**src/hw/mcrb_cfg.svh**
```systemverilog
`ifndef MCRB_CFG_SVH
`define MCRB_CFG_SVH
// ---------------------------------------------------------------
// register byte offsets
// ---------------------------------------------------------------
`define MCRB_OFS_RLT 8'h00
`define MCRB_OFS_EDGE 8'h04
`define MCRB_OFS_PU 8'h08
`define MCRB_OFS_CLK 8'h0C
`define MCRB_OFS_CAR 8'h10
`define MCRB_OFS_CTL 8'h14
`define MCRB_OFS_STAT 8'h18
`define MCRB_OFS_TCLR 8'h1C
`define MCRB_OFS_IST 8'h20
`define MCRB_OFS_IMSK 8'h24
// ---------------------------------------------------------------
// reset values
// ---------------------------------------------------------------
`define MCRB_RST_RLT 2'h0
`define MCRB_RST_EDGE 4'h0
`define MCRB_RST_PU 4'h0
`define MCRB_RST_CLK 4'h8
`define MCRB_RST_CAR 4'h7
// ---------------------------------------------------------------
// field positions
// ---------------------------------------------------------------
`define MCRB_RLT_RUN 0
`define MCRB_RLT_SRC 1
`define MCRB_EDGE_SEL 2
`define MCRB_CLK_SUB 0
`define MCRB_CLK_MAINSTOP 1
`define MCRB_CLK_SUBRUN 2
`define MCRB_CLK_DIV4 3
`define MCRB_CTL_EXTEN 0
`define MCRB_CTL_CR 1
`define MCRB_IRQ_EXT 0
`define MCRB_IRQ_TMR 1
`endif

```
**src/hw/mcrb_pkg.sv**
```systemverilog
package mcrb_pkg;
  // carrier selection code
  typedef logic [3:0] mcrb_code_type;
  // system clock steering outputs, all straight from flops
  typedef struct packed {
    logic div4;         // 1: selected oscillator divided by four
    logic src_sub;      // 1: sub oscillator, 0: main oscillator
    logic sub_osc_run;  // sub oscillator running
    logic port67_sel;   // output ports six and seven own the pins
    logic main_osc_run; // main oscillator running
  } mcrb_clkctl_type;
endpackage : mcrb_pkg

```
**src/hw/mcrb_carrier.sv**
```systemverilog
`timescale 1ns/1ns
`include "mcrb_cfg.svh"
module mcrb_carrier (
  input wire logic clk,                   // system clock
  input wire logic nrst,                  // async reset, active low
  input wire logic ce,                    // clock enable
  input wire logic run,                   // carrier generating flag
  input wire mcrb_pkg::mcrb_code_type code, // carrier selection code
  output logic wave                       // carrier output
);
  import mcrb_pkg::*;
  logic [4:0] per;     // period in clocks, zero means no wave
  logic [4:0] hi;      // high clocks per period
  logic [4:0] cnt_r;   // phase counter
  logic [4:0] cnt_nxt;
  logic wave_r;
  logic wave_nxt;
  // ---------------------------------------------------------------
  // frequency and duty table
  // ---------------------------------------------------------------
  always_comb begin
    case (code)
      4'h0: begin per = 5'd24; hi = 5'd8; end
      4'h1: begin per = 5'd24; hi = 5'd12; end
      4'h2: begin per = 5'd16; hi = 5'd4; end
      4'h3: begin per = 5'd16; hi = 5'd8; end
      4'h4: begin per = 5'd2; hi = 5'd1; end
      4'h8: begin per = 5'd12; hi = 5'd4; end
      4'h9: begin per = 5'd12; hi = 5'd6; end
      4'hA: begin per = 5'd8; hi = 5'd2; end
      4'hB: begin per = 5'd8; hi = 5'd4; end
      // a flop cannot follow the clock itself: fastest form it can give
      4'hC: begin per = 5'd2; hi = 5'd1; end
      // no wave, reserved and fixed low codes all park low
      default: begin per = 5'd0; hi = 5'd0; end
    endcase
  end
  // ---------------------------------------------------------------
  // phase counter, high while phase is below the high count
  // ---------------------------------------------------------------
  always_comb begin
    if (!run || per == 5'd0 || cnt_r >= per - 5'd1) begin
      cnt_nxt = 5'd0;
    end else begin
      cnt_nxt = cnt_r + 5'd1;
    end
    wave_nxt = run && (per != 5'd0) && (cnt_nxt < hi);
  end
  always_ff @(posedge clk or negedge nrst) begin
    if (!nrst) begin
      cnt_r <= 5'd0;
      wave_r <= 1'b0;
    end else if (ce) begin
      cnt_r <= cnt_nxt;
      wave_r <= wave_nxt;
    end
  end
  assign wave = wave_r;
endmodule : mcrb_carrier

```
**src/hw/mcrb_top.sv**
```systemverilog
// The implementer's own choices: the address map and the AHB-Lite slave port.
`timescale 1ns/1ns
`include "mcrb_cfg.svh"
module mcrb_top (
  input wire logic CLK_SYS,           // system clock, 100 MHz
  input wire logic NRST,              // async reset, active low
  input wire logic CE,                // clock enable, freezes all state
  input wire logic HSEL,              // ahb select
  input wire logic [7:0] HADDR,       // ahb byte address
  input wire logic [1:0] HTRANS,      // ahb transfer type
  input wire logic HWRITE,            // ahb write
  input wire logic [2:0] HSIZE,       // ahb size, word only
  input wire logic [31:0] HWDATA,     // ahb write data
  input wire logic HREADY,            // ahb bus ready
  output logic [31:0] HRDATA,         // ahb read data
  output logic HREADYOUT,             // ahb slave ready
  output logic HRESP,                 // ahb response, always okay
  input wire logic INT_PIN,           // external event pin
  input wire logic TMR2_BIT3,         // bit 3 of the 14-bit timer
  input wire logic PWR_DOWN,          // power-down mode, same clock
  output logic [3:0] PULLUP_EN,       // port one pull-up enables
  output logic [3:0] WAKEUP_EN,       // port one key-on wakeup enables
  output mcrb_pkg::mcrb_clkctl_type CLK_CTRL, // oscillator steering
  output logic [3:0] TMR_COUNT,       // reload timer count
  output logic TMR_UFLOW,             // reload timer underflow pulse
  output logic EXT_IRQ,               // external interrupt request
  output logic CARRIER_OUT,           // carrier wave
  output logic IRQ                    // block interrupt, level
);
  import mcrb_pkg::*;
  // ---------------------------------------------------------------
  // bus slave state
  // ---------------------------------------------------------------
  logic dp_wr_r;          // data phase write pending
  logic dp_wr_nxt;
  logic [7:0] dp_addr_r;  // data phase address
  logic [7:0] dp_addr_nxt;
  logic [31:0] rdata_r;   // read data, loaded in address phase
  logic [31:0] rdata_nxt;
  logic rd_tclr;          // read of the flag test-and-clear register
  logic acc;              // address phase taken
  // only whole word transfers are taken; other sizes are ignored
  assign acc = HSEL && HTRANS[1] && HREADY && CE && HSIZE == 3'b010;
  // ---------------------------------------------------------------
  // control registers
  // ---------------------------------------------------------------
  logic [1:0] rlt_r;      // reload_timer_control
  logic [1:0] rlt_nxt;
  logic [3:0] edge_r;     // external_edge_control
  logic [3:0] edge_nxt;
  logic [3:0] pu_r;       // port_pullup_wakeup_control
  logic [3:0] pu_nxt;
  logic [3:0] clk_r;      // clock_mode_control
  logic [3:0] clk_nxt;
  logic [3:0] car_r;      // carrier_select, write only
  logic [3:0] car_nxt;
  logic [7:0] ctl_r;      // enable, generating flag, reload value
  logic [7:0] ctl_nxt;
  logic [1:0] ist_r;      // sticky interrupt status
  logic [1:0] ist_nxt;
  logic [1:0] imsk_r;     // interrupt mask
  logic [1:0] imsk_nxt;
  logic irq_r;
  logic irq_nxt;
  logic [3:0] pullup_r;   // pin copies keep outputs flop driven
  logic [3:0] wake_r;
  mcrb_clkctl_type cc_r;
  mcrb_clkctl_type cc_nxt;
  logic wr;               // data phase write strobe
  assign wr = dp_wr_r && CE;
  // ---------------------------------------------------------------
  // external pin and flag state
  // ---------------------------------------------------------------
  logic pin_m_r;          // synchroniser first stage
  logic pin_s_r;          // synchroniser second stage
  logic act_d_r;          // previous active level
  logic act;              // pin at its active level
  logic act_rise;         // valid edge seen
  logic ext_flag_r;       // external_request_flag
  logic ext_flag_nxt;
  logic ext_irq_r;
  logic ext_irq_nxt;
  // ---------------------------------------------------------------
  // reload timer state
  // ---------------------------------------------------------------
  logic t2_d_r;           // previous tick source level
  logic tick;             // count strobe
  logic [3:0] cnt_r;
  logic [3:0] cnt_nxt;
  logic uf_r;
  logic uf_nxt;
  logic car_wave;
  // ---------------------------------------------------------------
  // address phase: latch and prepare read data
  // ---------------------------------------------------------------
  always_comb begin
    dp_wr_nxt = acc && HWRITE;
    dp_addr_nxt = acc ? HADDR : dp_addr_r;
    rdata_nxt = 32'h0000_0000;
    rd_tclr = 1'b0;
    if (acc && !HWRITE) begin
      if (HADDR == `MCRB_OFS_RLT) begin
        rdata_nxt[1:0] = rlt_r;
      end else if (HADDR == `MCRB_OFS_EDGE) begin
        rdata_nxt[3:0] = edge_r;
      end else if (HADDR == `MCRB_OFS_PU) begin
        rdata_nxt[3:0] = pu_r;
      end else if (HADDR == `MCRB_OFS_CLK) begin
        rdata_nxt[3:0] = clk_r;
      end else if (HADDR == `MCRB_OFS_CTL) begin
        rdata_nxt[7:0] = ctl_r;
      end else if (HADDR == `MCRB_OFS_STAT) begin
        rdata_nxt[0] = ext_flag_r;
        rdata_nxt[1] = act;
        rdata_nxt[7:4] = cnt_r;
      end else if (HADDR == `MCRB_OFS_TCLR) begin
        // test only works while the external interrupt is disabled
        rdata_nxt[0] = ext_flag_r && !ctl_r[`MCRB_CTL_EXTEN];
        rd_tclr = !ctl_r[`MCRB_CTL_EXTEN];
      end else if (HADDR == `MCRB_OFS_IST) begin
        rdata_nxt[1:0] = ist_r;
      end else if (HADDR == `MCRB_OFS_IMSK) begin
        rdata_nxt[1:0] = imsk_r;
      end else begin
        rdata_nxt = 32'h0000_0000; // unmapped and carrier select read zero
      end
    end
  end
  // slave state is frozen with the rest of the block
  always_ff @(posedge CLK_SYS or negedge NRST) begin
    if (!NRST) begin
      dp_wr_r <= 1'b0;
      dp_addr_r <= 8'h00;
      rdata_r <= 32'h0000_0000;
    end else if (CE) begin
      dp_wr_r <= dp_wr_nxt;
      dp_addr_r <= dp_addr_nxt;
      rdata_r <= rdata_nxt;
    end
  end
  // ---------------------------------------------------------------
  // register writes in the data phase
  // ---------------------------------------------------------------
  always_comb begin
    rlt_nxt = rlt_r;
    edge_nxt = edge_r;
    pu_nxt = pu_r;
    clk_nxt = clk_r;
    car_nxt = car_r;
    ctl_nxt = ctl_r;
    imsk_nxt = imsk_r;
    if (wr) begin
      if (dp_addr_r == `MCRB_OFS_RLT) begin
        rlt_nxt = HWDATA[1:0];
      end else if (dp_addr_r == `MCRB_OFS_EDGE) begin
        edge_nxt = HWDATA[3:0];
      end else if (dp_addr_r == `MCRB_OFS_PU) begin
        pu_nxt = HWDATA[3:0];
      end else if (dp_addr_r == `MCRB_OFS_CLK) begin
        clk_nxt = HWDATA[3:0];
      end else if (dp_addr_r == `MCRB_OFS_CAR) begin
        car_nxt = HWDATA[3:0];
      end else if (dp_addr_r == `MCRB_OFS_CTL) begin
        ctl_nxt = HWDATA[7:0];
      end else if (dp_addr_r == `MCRB_OFS_IMSK) begin
        imsk_nxt = HWDATA[1:0];
      end
    end
    // power-down restores only the carrier pair; the rest is kept
    if (PWR_DOWN) begin
      car_nxt = `MCRB_RST_CAR;
      ctl_nxt[`MCRB_CTL_CR] = 1'b0;
    end
    // decoded oscillator steering, registered beside the raw bits
    cc_nxt.div4 = clk_nxt[`MCRB_CLK_DIV4];
    cc_nxt.src_sub = clk_nxt[`MCRB_CLK_SUB];
    cc_nxt.sub_osc_run = clk_nxt[`MCRB_CLK_SUBRUN];
    cc_nxt.port67_sel = !clk_nxt[`MCRB_CLK_SUBRUN];
    cc_nxt.main_osc_run = !clk_nxt[`MCRB_CLK_MAINSTOP];
  end
  always_ff @(posedge CLK_SYS or negedge NRST) begin
    if (!NRST) begin
      rlt_r <= `MCRB_RST_RLT;
      edge_r <= `MCRB_RST_EDGE;
      pu_r <= `MCRB_RST_PU;
      clk_r <= `MCRB_RST_CLK;
      car_r <= `MCRB_RST_CAR;
      ctl_r <= 8'h00;
      imsk_r <= 2'b00;
      pullup_r <= `MCRB_RST_PU;
      wake_r <= `MCRB_RST_PU;
      cc_r <= '{div4: 1'b1, src_sub: 1'b0, sub_osc_run: 1'b0,
                port67_sel: 1'b1, main_osc_run: 1'b1};
    end else if (CE) begin
      rlt_r <= rlt_nxt;
      edge_r <= edge_nxt;
      pu_r <= pu_nxt;
      clk_r <= clk_nxt;
      car_r <= car_nxt;
      ctl_r <= ctl_nxt;
      imsk_r <= imsk_nxt;
      pullup_r <= pu_nxt;
      wake_r <= pu_nxt;
      cc_r <= cc_nxt;
    end
  end
  // ---------------------------------------------------------------
  // external event pin: sync, valid edge, request flag
  // ---------------------------------------------------------------
  // active level follows the edge bit, so flipping the bit while the
  // pin sits at the new active level looks like an edge and sets the flag
  assign act = edge_r[`MCRB_EDGE_SEL] ? pin_s_r : !pin_s_r;
  assign act_rise = act && !act_d_r;
  always_comb begin
    ext_flag_nxt = ext_flag_r;
    if (acc && !HWRITE && rd_tclr) begin
      ext_flag_nxt = 1'b0;
    end
    if (act_rise) begin
      ext_flag_nxt = 1'b1; // set wins over the clear
    end
    ext_irq_nxt = ext_flag_nxt && ctl_nxt[`MCRB_CTL_EXTEN];
  end
  always_ff @(posedge CLK_SYS or negedge NRST) begin
    if (!NRST) begin
      pin_m_r <= 1'b0;
      pin_s_r <= 1'b0;
      act_d_r <= 1'b1;
      ext_flag_r <= 1'b0;
      ext_irq_r <= 1'b0;
    end else if (CE) begin
      pin_m_r <= INT_PIN;
      pin_s_r <= pin_m_r;
      act_d_r <= act;
      ext_flag_r <= ext_flag_nxt;
      ext_irq_r <= ext_irq_nxt;
    end
  end
  // ---------------------------------------------------------------
  // four-bit reload timer
  // ---------------------------------------------------------------
  // divided source counts on the rising edge of the timer tap
  assign tick = rlt_r[`MCRB_RLT_SRC] ? 1'b1 : (TMR2_BIT3 && !t2_d_r);
  always_comb begin
    cnt_nxt = cnt_r;
    uf_nxt = 1'b0;
    if (rlt_r[`MCRB_RLT_RUN] && tick) begin
      if (cnt_r == 4'h0) begin
        cnt_nxt = ctl_r[7:4];
        uf_nxt = 1'b1;
      end else begin
        cnt_nxt = cnt_r - 4'h1;
      end
    end
  end
  always_ff @(posedge CLK_SYS or negedge NRST) begin
    if (!NRST) begin
      t2_d_r <= 1'b0;
      cnt_r <= 4'h0;
      uf_r <= 1'b0;
    end else if (CE) begin
      t2_d_r <= TMR2_BIT3;
      cnt_r <= cnt_nxt;
      uf_r <= uf_nxt;
    end
  end
  // ---------------------------------------------------------------
  // sticky status, write one to clear, masked level interrupt
  // ---------------------------------------------------------------
  always_comb begin
    ist_nxt = ist_r;
    if (wr && dp_addr_r == `MCRB_OFS_IST) begin
      ist_nxt = ist_r & ~HWDATA[1:0];
    end
    // events after the clear so a same-cycle event survives
    if (act_rise) begin
      ist_nxt[`MCRB_IRQ_EXT] = 1'b1;
    end
    if (uf_nxt) begin
      ist_nxt[`MCRB_IRQ_TMR] = 1'b1;
    end
    irq_nxt = |(ist_nxt & imsk_nxt);
  end
  always_ff @(posedge CLK_SYS or negedge NRST) begin
    if (!NRST) begin
      ist_r <= 2'b00;
      irq_r <= 1'b0;
    end else if (CE) begin
      ist_r <= ist_nxt;
      irq_r <= irq_nxt;
    end
  end
  // ---------------------------------------------------------------
  // carrier generator
  // ---------------------------------------------------------------
  mcrb_carrier u_carrier (
    .clk (CLK_SYS),
    .nrst (NRST),
    .ce (CE),
    .run (ctl_r[`MCRB_CTL_CR]),
    .code (car_r),
    .wave (car_wave)
  );
  // ---------------------------------------------------------------
  // outputs
  // ---------------------------------------------------------------
  assign HRDATA = rdata_r;
  assign HREADYOUT = 1'b1;
  assign HRESP = 1'b0;
  assign PULLUP_EN = pullup_r;
  assign WAKEUP_EN = wake_r;
  assign CLK_CTRL = cc_r;
  assign TMR_COUNT = cnt_r;
  assign TMR_UFLOW = uf_r;
  assign EXT_IRQ = ext_irq_r;
  assign CARRIER_OUT = car_wave;
  assign IRQ = irq_r;
endmodule : mcrb_top

```
**config.mk**
```make
export PLATFORM = sky130hd
export DESIGN_NAME = mcrb_top
export DESIGN_NICKNAME = d
export VERILOG_FILES = /design/src/hw/mcrb_pkg.sv /design/src/hw/mcrb_carrier.sv /design/src/hw/mcrb_top.sv
export VERILOG_INCLUDE_DIRS = /design/src /design/src/hw
export SDC_FILE = /design/constraint.sdc
export NUM_CORES = 1
export LEC_CHECK = 0
export ABC_AREA = 1
export BUFFER_PORTS_ARGS = -buffer_cell sky130_fd_sc_hd__buf_2
export CAP_MARGIN = 20
export CORE_UTILIZATION = 53
export DETAILED_ROUTE_END_ITERATION = 10
export PLACE_DENSITY = 0.79
export SYNTH_ARGS = -nofsm -noshare
export SYNTH_HDL_FRONTEND = slang
export SYNTH_SLANG_ARGS = --single-unit
export TNS_END_PERCENT = 50
```
**constraint.sdc**
```tcl
create_clock -name CLK_SYS -period 3.6 [get_ports CLK_SYS]
set_input_delay 0.54 -clock CLK_SYS [delete_from_list [all_inputs] [get_ports CLK_SYS]]
set_output_delay 0.54 -clock CLK_SYS [all_outputs]
set_load 0.01 [all_outputs]
```
Yosys cells after proc, flatten, opt, wreduce, memory -nomap -nowiden

Memory sizes are Yosys's and may differ from the RTL's.
Index checks and enable logic that the tools add are counted.

Bits in registers: 94
Bits in latches: 0
RAM bits: 0
Memory bits (read-only): 128
Input port bits: 54
Memories: 1

Add/sub/neg operators: 3
Multiply operators: 0
Div/mod/pow operators: 0
$lt $le $gt $ge: 2
Eq/ne operators: 21
Shifts and indexed selects: 0
Multiplexer cells: 76
Bitwise operators: 8
Reduce and logical (&&, ||, !) cells: 43

Memories:

| memory          | words | bits a word | read ports | clocked after memory_dff | write ports | RTL line           | RTL |
|---|---|---|---|---|---|---|---|
| (no name shown) | 16    | 8           | 1          | 0                        | 0           | mcrb_carrier.sv:22 | `case (code)` |

Operators with widths:

| cell                  | count |
|---|---|
| $mux W4               | 24 |
| $mux W2               | 29 |
| $eq A8 B5 Y1 const B  | 5 |
| $eq A8 B4 Y1 const B  | 4 |
| $eq A8 B6 Y1 const B  | 4 |
| $mux W32              | 1 |
| $mux W30              | 1 |
| $mux W1               | 19 |
| $eq A8 B3 Y1 const B  | 2 |
| $logic_and A1 B1 Y1   | 16 |
| $logic_not A8 Y1      | 2 |
| $reduce_and A8 Y1     | 2 |
| $ne A2 B2 Y1 const B  | 5 |
| $logic_not A1 Y1      | 8 |
| $mux W8               | 1 |
| $reduce_and A7 Y1     | 1 |
| $reduce_bool A2 Y1    | 3 |
| $add A5 B1 Y5 const B | 1 |
| $ge A5 B5 Y1          | 1 |
| $logic_not A5 Y1      | 1 |
| $lt A5 B5 Y1          | 1 |
| $mux W5               | 1 |
| $not A1 Y1            | 5 |
| $reduce_and A5 Y1     | 1 |
| other kinds (12)      | 15 |

Longest topological paths before layout

Depth in word-level cells: 19
Depth in mapped cells: 19
Mapped depth without buffers: 19

Modules after synthesis

Synthesis repeated with hierarchy kept, for this count alone.

Cell total of the unflattened synthesis: 490
Area total of the unflattened synthesis: 3888.7 um2

By module, submodules not included:

| module       | times used | cells an instance | area an instance (um2) |
|---|---|---|---|
| mcrb_top     | 1          | 405               | 3296.9 |
| mcrb_carrier | 1          | 85                | 591.8 |

Least setup slack after synthesis

OpenSTA, ideal clock, no wires.

Path kind: flip-flop to flip-flop
Start: register car_r[1]
End: register u_carrier.wave_r, in the netlist u_carrier.wave
Arrival: 2.688 ns
Required time: 3.534 ns
Setup slack: 0.846 ns
Stages on the path, launching flop included: 18
Buffers on the path: 0
Period minus slack after synthesis: 2.754 ns
Cell sequence: dfstp_2 -> inv_1 -> ha_1 -> nand2_1 -> ha_1 -> xor2_1 -> ha_1 -> nand2_1 -> inv_1 -> nand2_1 -> nand4_1 -> nor3b_1 -> ha_1 -> a21oi_1 -> o211ai_1 -> nor2_1 -> nand3_1 -> nand2_1

Word-level cells in the longest chain between the ends: 7

Ends and longest elaborated chain:

| item                                                      | RTL line           | RTL |
|---|---|---|
| start: declaration                                        | mcrb_top.sv:55     | `logic [3:0] car_r;` |
| start signal: assignment                                  | mcrb_top.sv:187    | `` car_r <= `MCRB_RST_CAR; `` |
| start signal: assignment                                  | mcrb_top.sv:199    | `car_r <= car_nxt;` |
| $mem_v2 Z16 W8 (*)                                        | n/a                |  |
| $sub A5 B1 Y5 / $logic_not A5 Y1 (equally long branches)  | mcrb_carrier.sv:42 | `if (!run \|\| per == 5'd0 \|\| cnt_r >= per - 5'd1) begin` |
| $ge A5 B5 Y1 / $logic_or A1 B1 Y1 (equally long branches) | mcrb_carrier.sv:42 |  |
| $logic_or A1 B1 Y1 (*)                                    | mcrb_carrier.sv:42 |  |
| $mux W5 (*)                                               | mcrb_carrier.sv:42 |  |
| via u_carrier.cnt_nxt[2]                                  | mcrb_carrier.sv:15 | `logic [4:0] cnt_nxt;` |
| $lt A5 B5 Y1 (*)                                          | mcrb_carrier.sv:47 | `wave_nxt = run && (per != 5'd0) && (cnt_nxt < hi);` |
| $logic_and A1 B1 Y1 (*)                                   | mcrb_carrier.sv:47 |  |
| end signal: assignment                                    | mcrb_carrier.sv:55 | `wave_r <= wave_nxt;` |
| end: declaration                                          | mcrb_carrier.sv:16 | `logic wave_r;` |

The timed path passes the listed nets; every way through them passes the cells marked *.
A chain may end at the register's enable or synchronous reset.

Worst setup path in the final report

Same ends and word-level chain as after synthesis.

==> out/qor.txt <==
Outcome: completed
Hpwl dp: 6.60 mm
Yosys top cell by area: dfrtp_1
Post-route ant nets: 0
Hold Fails Final Rpt: 0
Final Routed Wirelength: 8.77 mm
YS warnings: 0
FFs w/ async S/R, synth: 100%
Sequential element share of the synthesized area: 43.7%
Layout cells sized above 1: 17.1%
H-tree depth: 3
Die span in y: 87.3 µm
Worst Path Max Fanout: 4
Initial Utilization: 55.8%
Top-Level Pins: 109
Worst-case clock buffer depth: 2
Iteration count of the initial detailed-routing pass: 5
Max Cap Viol: 0
Setup slack, reg-to-reg: 410 ps
Post-CTS Hold Buffers: 0
Remaining DRCs: 0
Critical Path AT: 3480 ps
Final setup fails: 0
DIE AREA: 7620 µm²
Via/cell ratio: 5.14
Root buffer cell: clkbuf_8
Headroom to the max-slew limit: 49.6%
Syn avg cell area: 7.71 µm²
Sequential cell area: 1690 µm²
P_leak: 0.00224 µW
Power Density: 400 nW/µm²
CP Launch Type: register
Critical Path End Type: register
Wire per inst: 13.4 µm
Final RePlAce weighted congestion: 0.899
Worst-path clk slew: 80 ps
Max Freq: 0.313 GHz
Layout area overhead: 10.9%
Period utilization: 88.6%
PortBufs: 57
Cells after DPL: 640
Post-CTS Resized: 0
Worst Tran Pin Value: 754 ps
Worst skew pair latency: 350 ps
Final Critical Period: 3190 ps
Ant. Diodes: 0
HP Class: input pin to asynchronous set/reset pin
FF+latch count, synth: 67
Total grt overflow: 0
Vias in the first global route: 3,187
Fin nets: 621
Commonest cells in the netlist: nand2_1 (125), inv_1 (65), o21ai_0 (61), dfrtp_1 (60), nor2_1 (37)
Largest net degree at the start of global routing: 44
Final Max Slew Viols: 0
Synth top area share: 38.9%
Detailed router's first-iteration violation count: 196
Finished Layout Cells: 656
Worst EP required: 3890 ps
Maximum vdd drop: 0.172 mV
CTS Buf Count: 9
Synth Cell Area: 3850 µm²
Post-CTS Setup Bufs: 0
Count leader, synth: nand2_1
Vias: 3,374
Mapped Cells: 500
First-pass GRT wire length: 14.3 mm
Core ar.: 6910 µm²
Die W: 87.3 µm
Setup TNS: 0 ps
All-Layer GR Usage: 24.7%
Number of synthesized flops with an enable pin: 0
Core Rows: 30
RSZ-0062 raised after global routing: false
Clock Skew: 10.7 ps
Initial antenna violation count: 0
Worst Path Class, Setup: register to register
Largest cells by area after synthesis: dfrtp_1 (39%), nand2_1 (12%), o21ai_0 (7.9%), buf_4 (6.4%), inv_1 (6.3%)
Unique cell type count in the Yosys netlist: 40
Fillcell total: 650
Clk sinks: 67
Synth Flop Type: dfrtp_1
CTS tree: done
Area of the multi-input gates: 1730 µm²
-- cell families after synthesis --
| family | Yosys count | share of synthesized area (%) |
|---|---|---|
| flops | 67 | 43.7 |
| simple gates | 214 | 24.2 |
| buf+inv | 108 | 13.8 |
| xor+xnor | 3 | 0.682 |
| other cells | 2 | 0.195 |
| compound gates | 94 | 13.6 |
| fa+ha+maj | 12 | 3.89 |
-- through the flow --
step                util [%]  setup slack [ps]  power (µW)  cell area [µm²]  hold WS, ps
finish                  61.9               410        1710             4270          163
global route            61.9               156        1800             4270          218
CTS                     61.9               416        1720             4270          180
detailed placement      59.3               432        1150             4090          466
global placement        59.3               598        1130             4090          458
floorplan                  -               846        1070             3950          244
-- flip-flops by register name, indices dropped and copies added, names as in the netlist, 4 cells and up --
signal	flops
clk_r	4
dp_addr_r	8
u_carrier.cnt_r	5
car_r	4
ctl_r	8
HRDATA	8
WAKEUP_EN	4
edge_r	4
TMR_COUNT	4
-- path summary, 6_finish.rpt --
check	to	startpoint	cells past startpoint
worst min-delay path	WAKEUP_EN[2]	NRST	1
worst min register to register	HRDATA[0]	HRDATA[0]	2
max in group asynchronous	car_r[2]	NRST	2
min in group CLK_SYS	ctl_r[7]	HWDATA[7]	3
worst max-delay path	u_carrier.wave	car_r[1]	17
worst max register to register	u_carrier.wave	car_r[1]	17
-- critical path, stage by stage (launching register included) --
cell      delay [ps]
dfstp_2          540
inv_1             70
ha_1             200
nand2_1          130
ha_1             190
xor2_1           170
ha_1             260
nand2_1          110
inv_1             60
nand2_1           80
nand4_1          170
nor3b_1          340
ha_1             310
a21oi_1          130
o211ai_1          90
nor2_1           110
nand3_1           90
nand2_1           80
-- area by class of cell --
| cell class | instances | area share [%] |
|---|---|---|
| clock inverter | 4 | 0.585 |
| clock buffer | 12 | 3.63 |
| multi-input combinational | 349 | 40.5 |
| inverter | 69 | 6.06 |
| timing repair buffer | 59 | 7.03 |
| sequential | 67 | 39.4 |
| tap | 96 | 2.81 |
-- cells in the final DEF (no fill, tap or decap), types with 2 or more instances in the layout --
cell          n
dfrtp_1      60
nand3_1      26
o22ai_1       4
a21oi_1      14
buf_2        57
nand2_1     125
nand4_1       5
nor2_4        3
inv_1        65
ha_1         12
inv_2         3
conb_1       26
nor2_1       37
o211ai_1      4
clkinvlp_4    2
nor3b_1       2
o21bai_1      2
a211oi_1      2
clkbuf_8     11
dfstp_2       7
clkinv_2      2
nor3_1        8
buf_4         2
o21ai_0      61
xor2_1        2
-- layer usage --
layer	global-route usage, %	part of all wire (%)	vias up	wire, µm
li1	-	-	1657	-
met1	31.5	45	1585	3910
met2	40.8	48	111	4250
met3	4.36	4.9	21	427
met4	11.8	2.1	0	183
met5	0	0	-	0
-- power breakdown --
group | switching (µW) | internal, µW
combinational | 199 | 95.2
clock | 293 | 285
sequential | 33.5 | 805
total | 525 | 1190
Note: power is estimated with default switching activity, not from simulation.
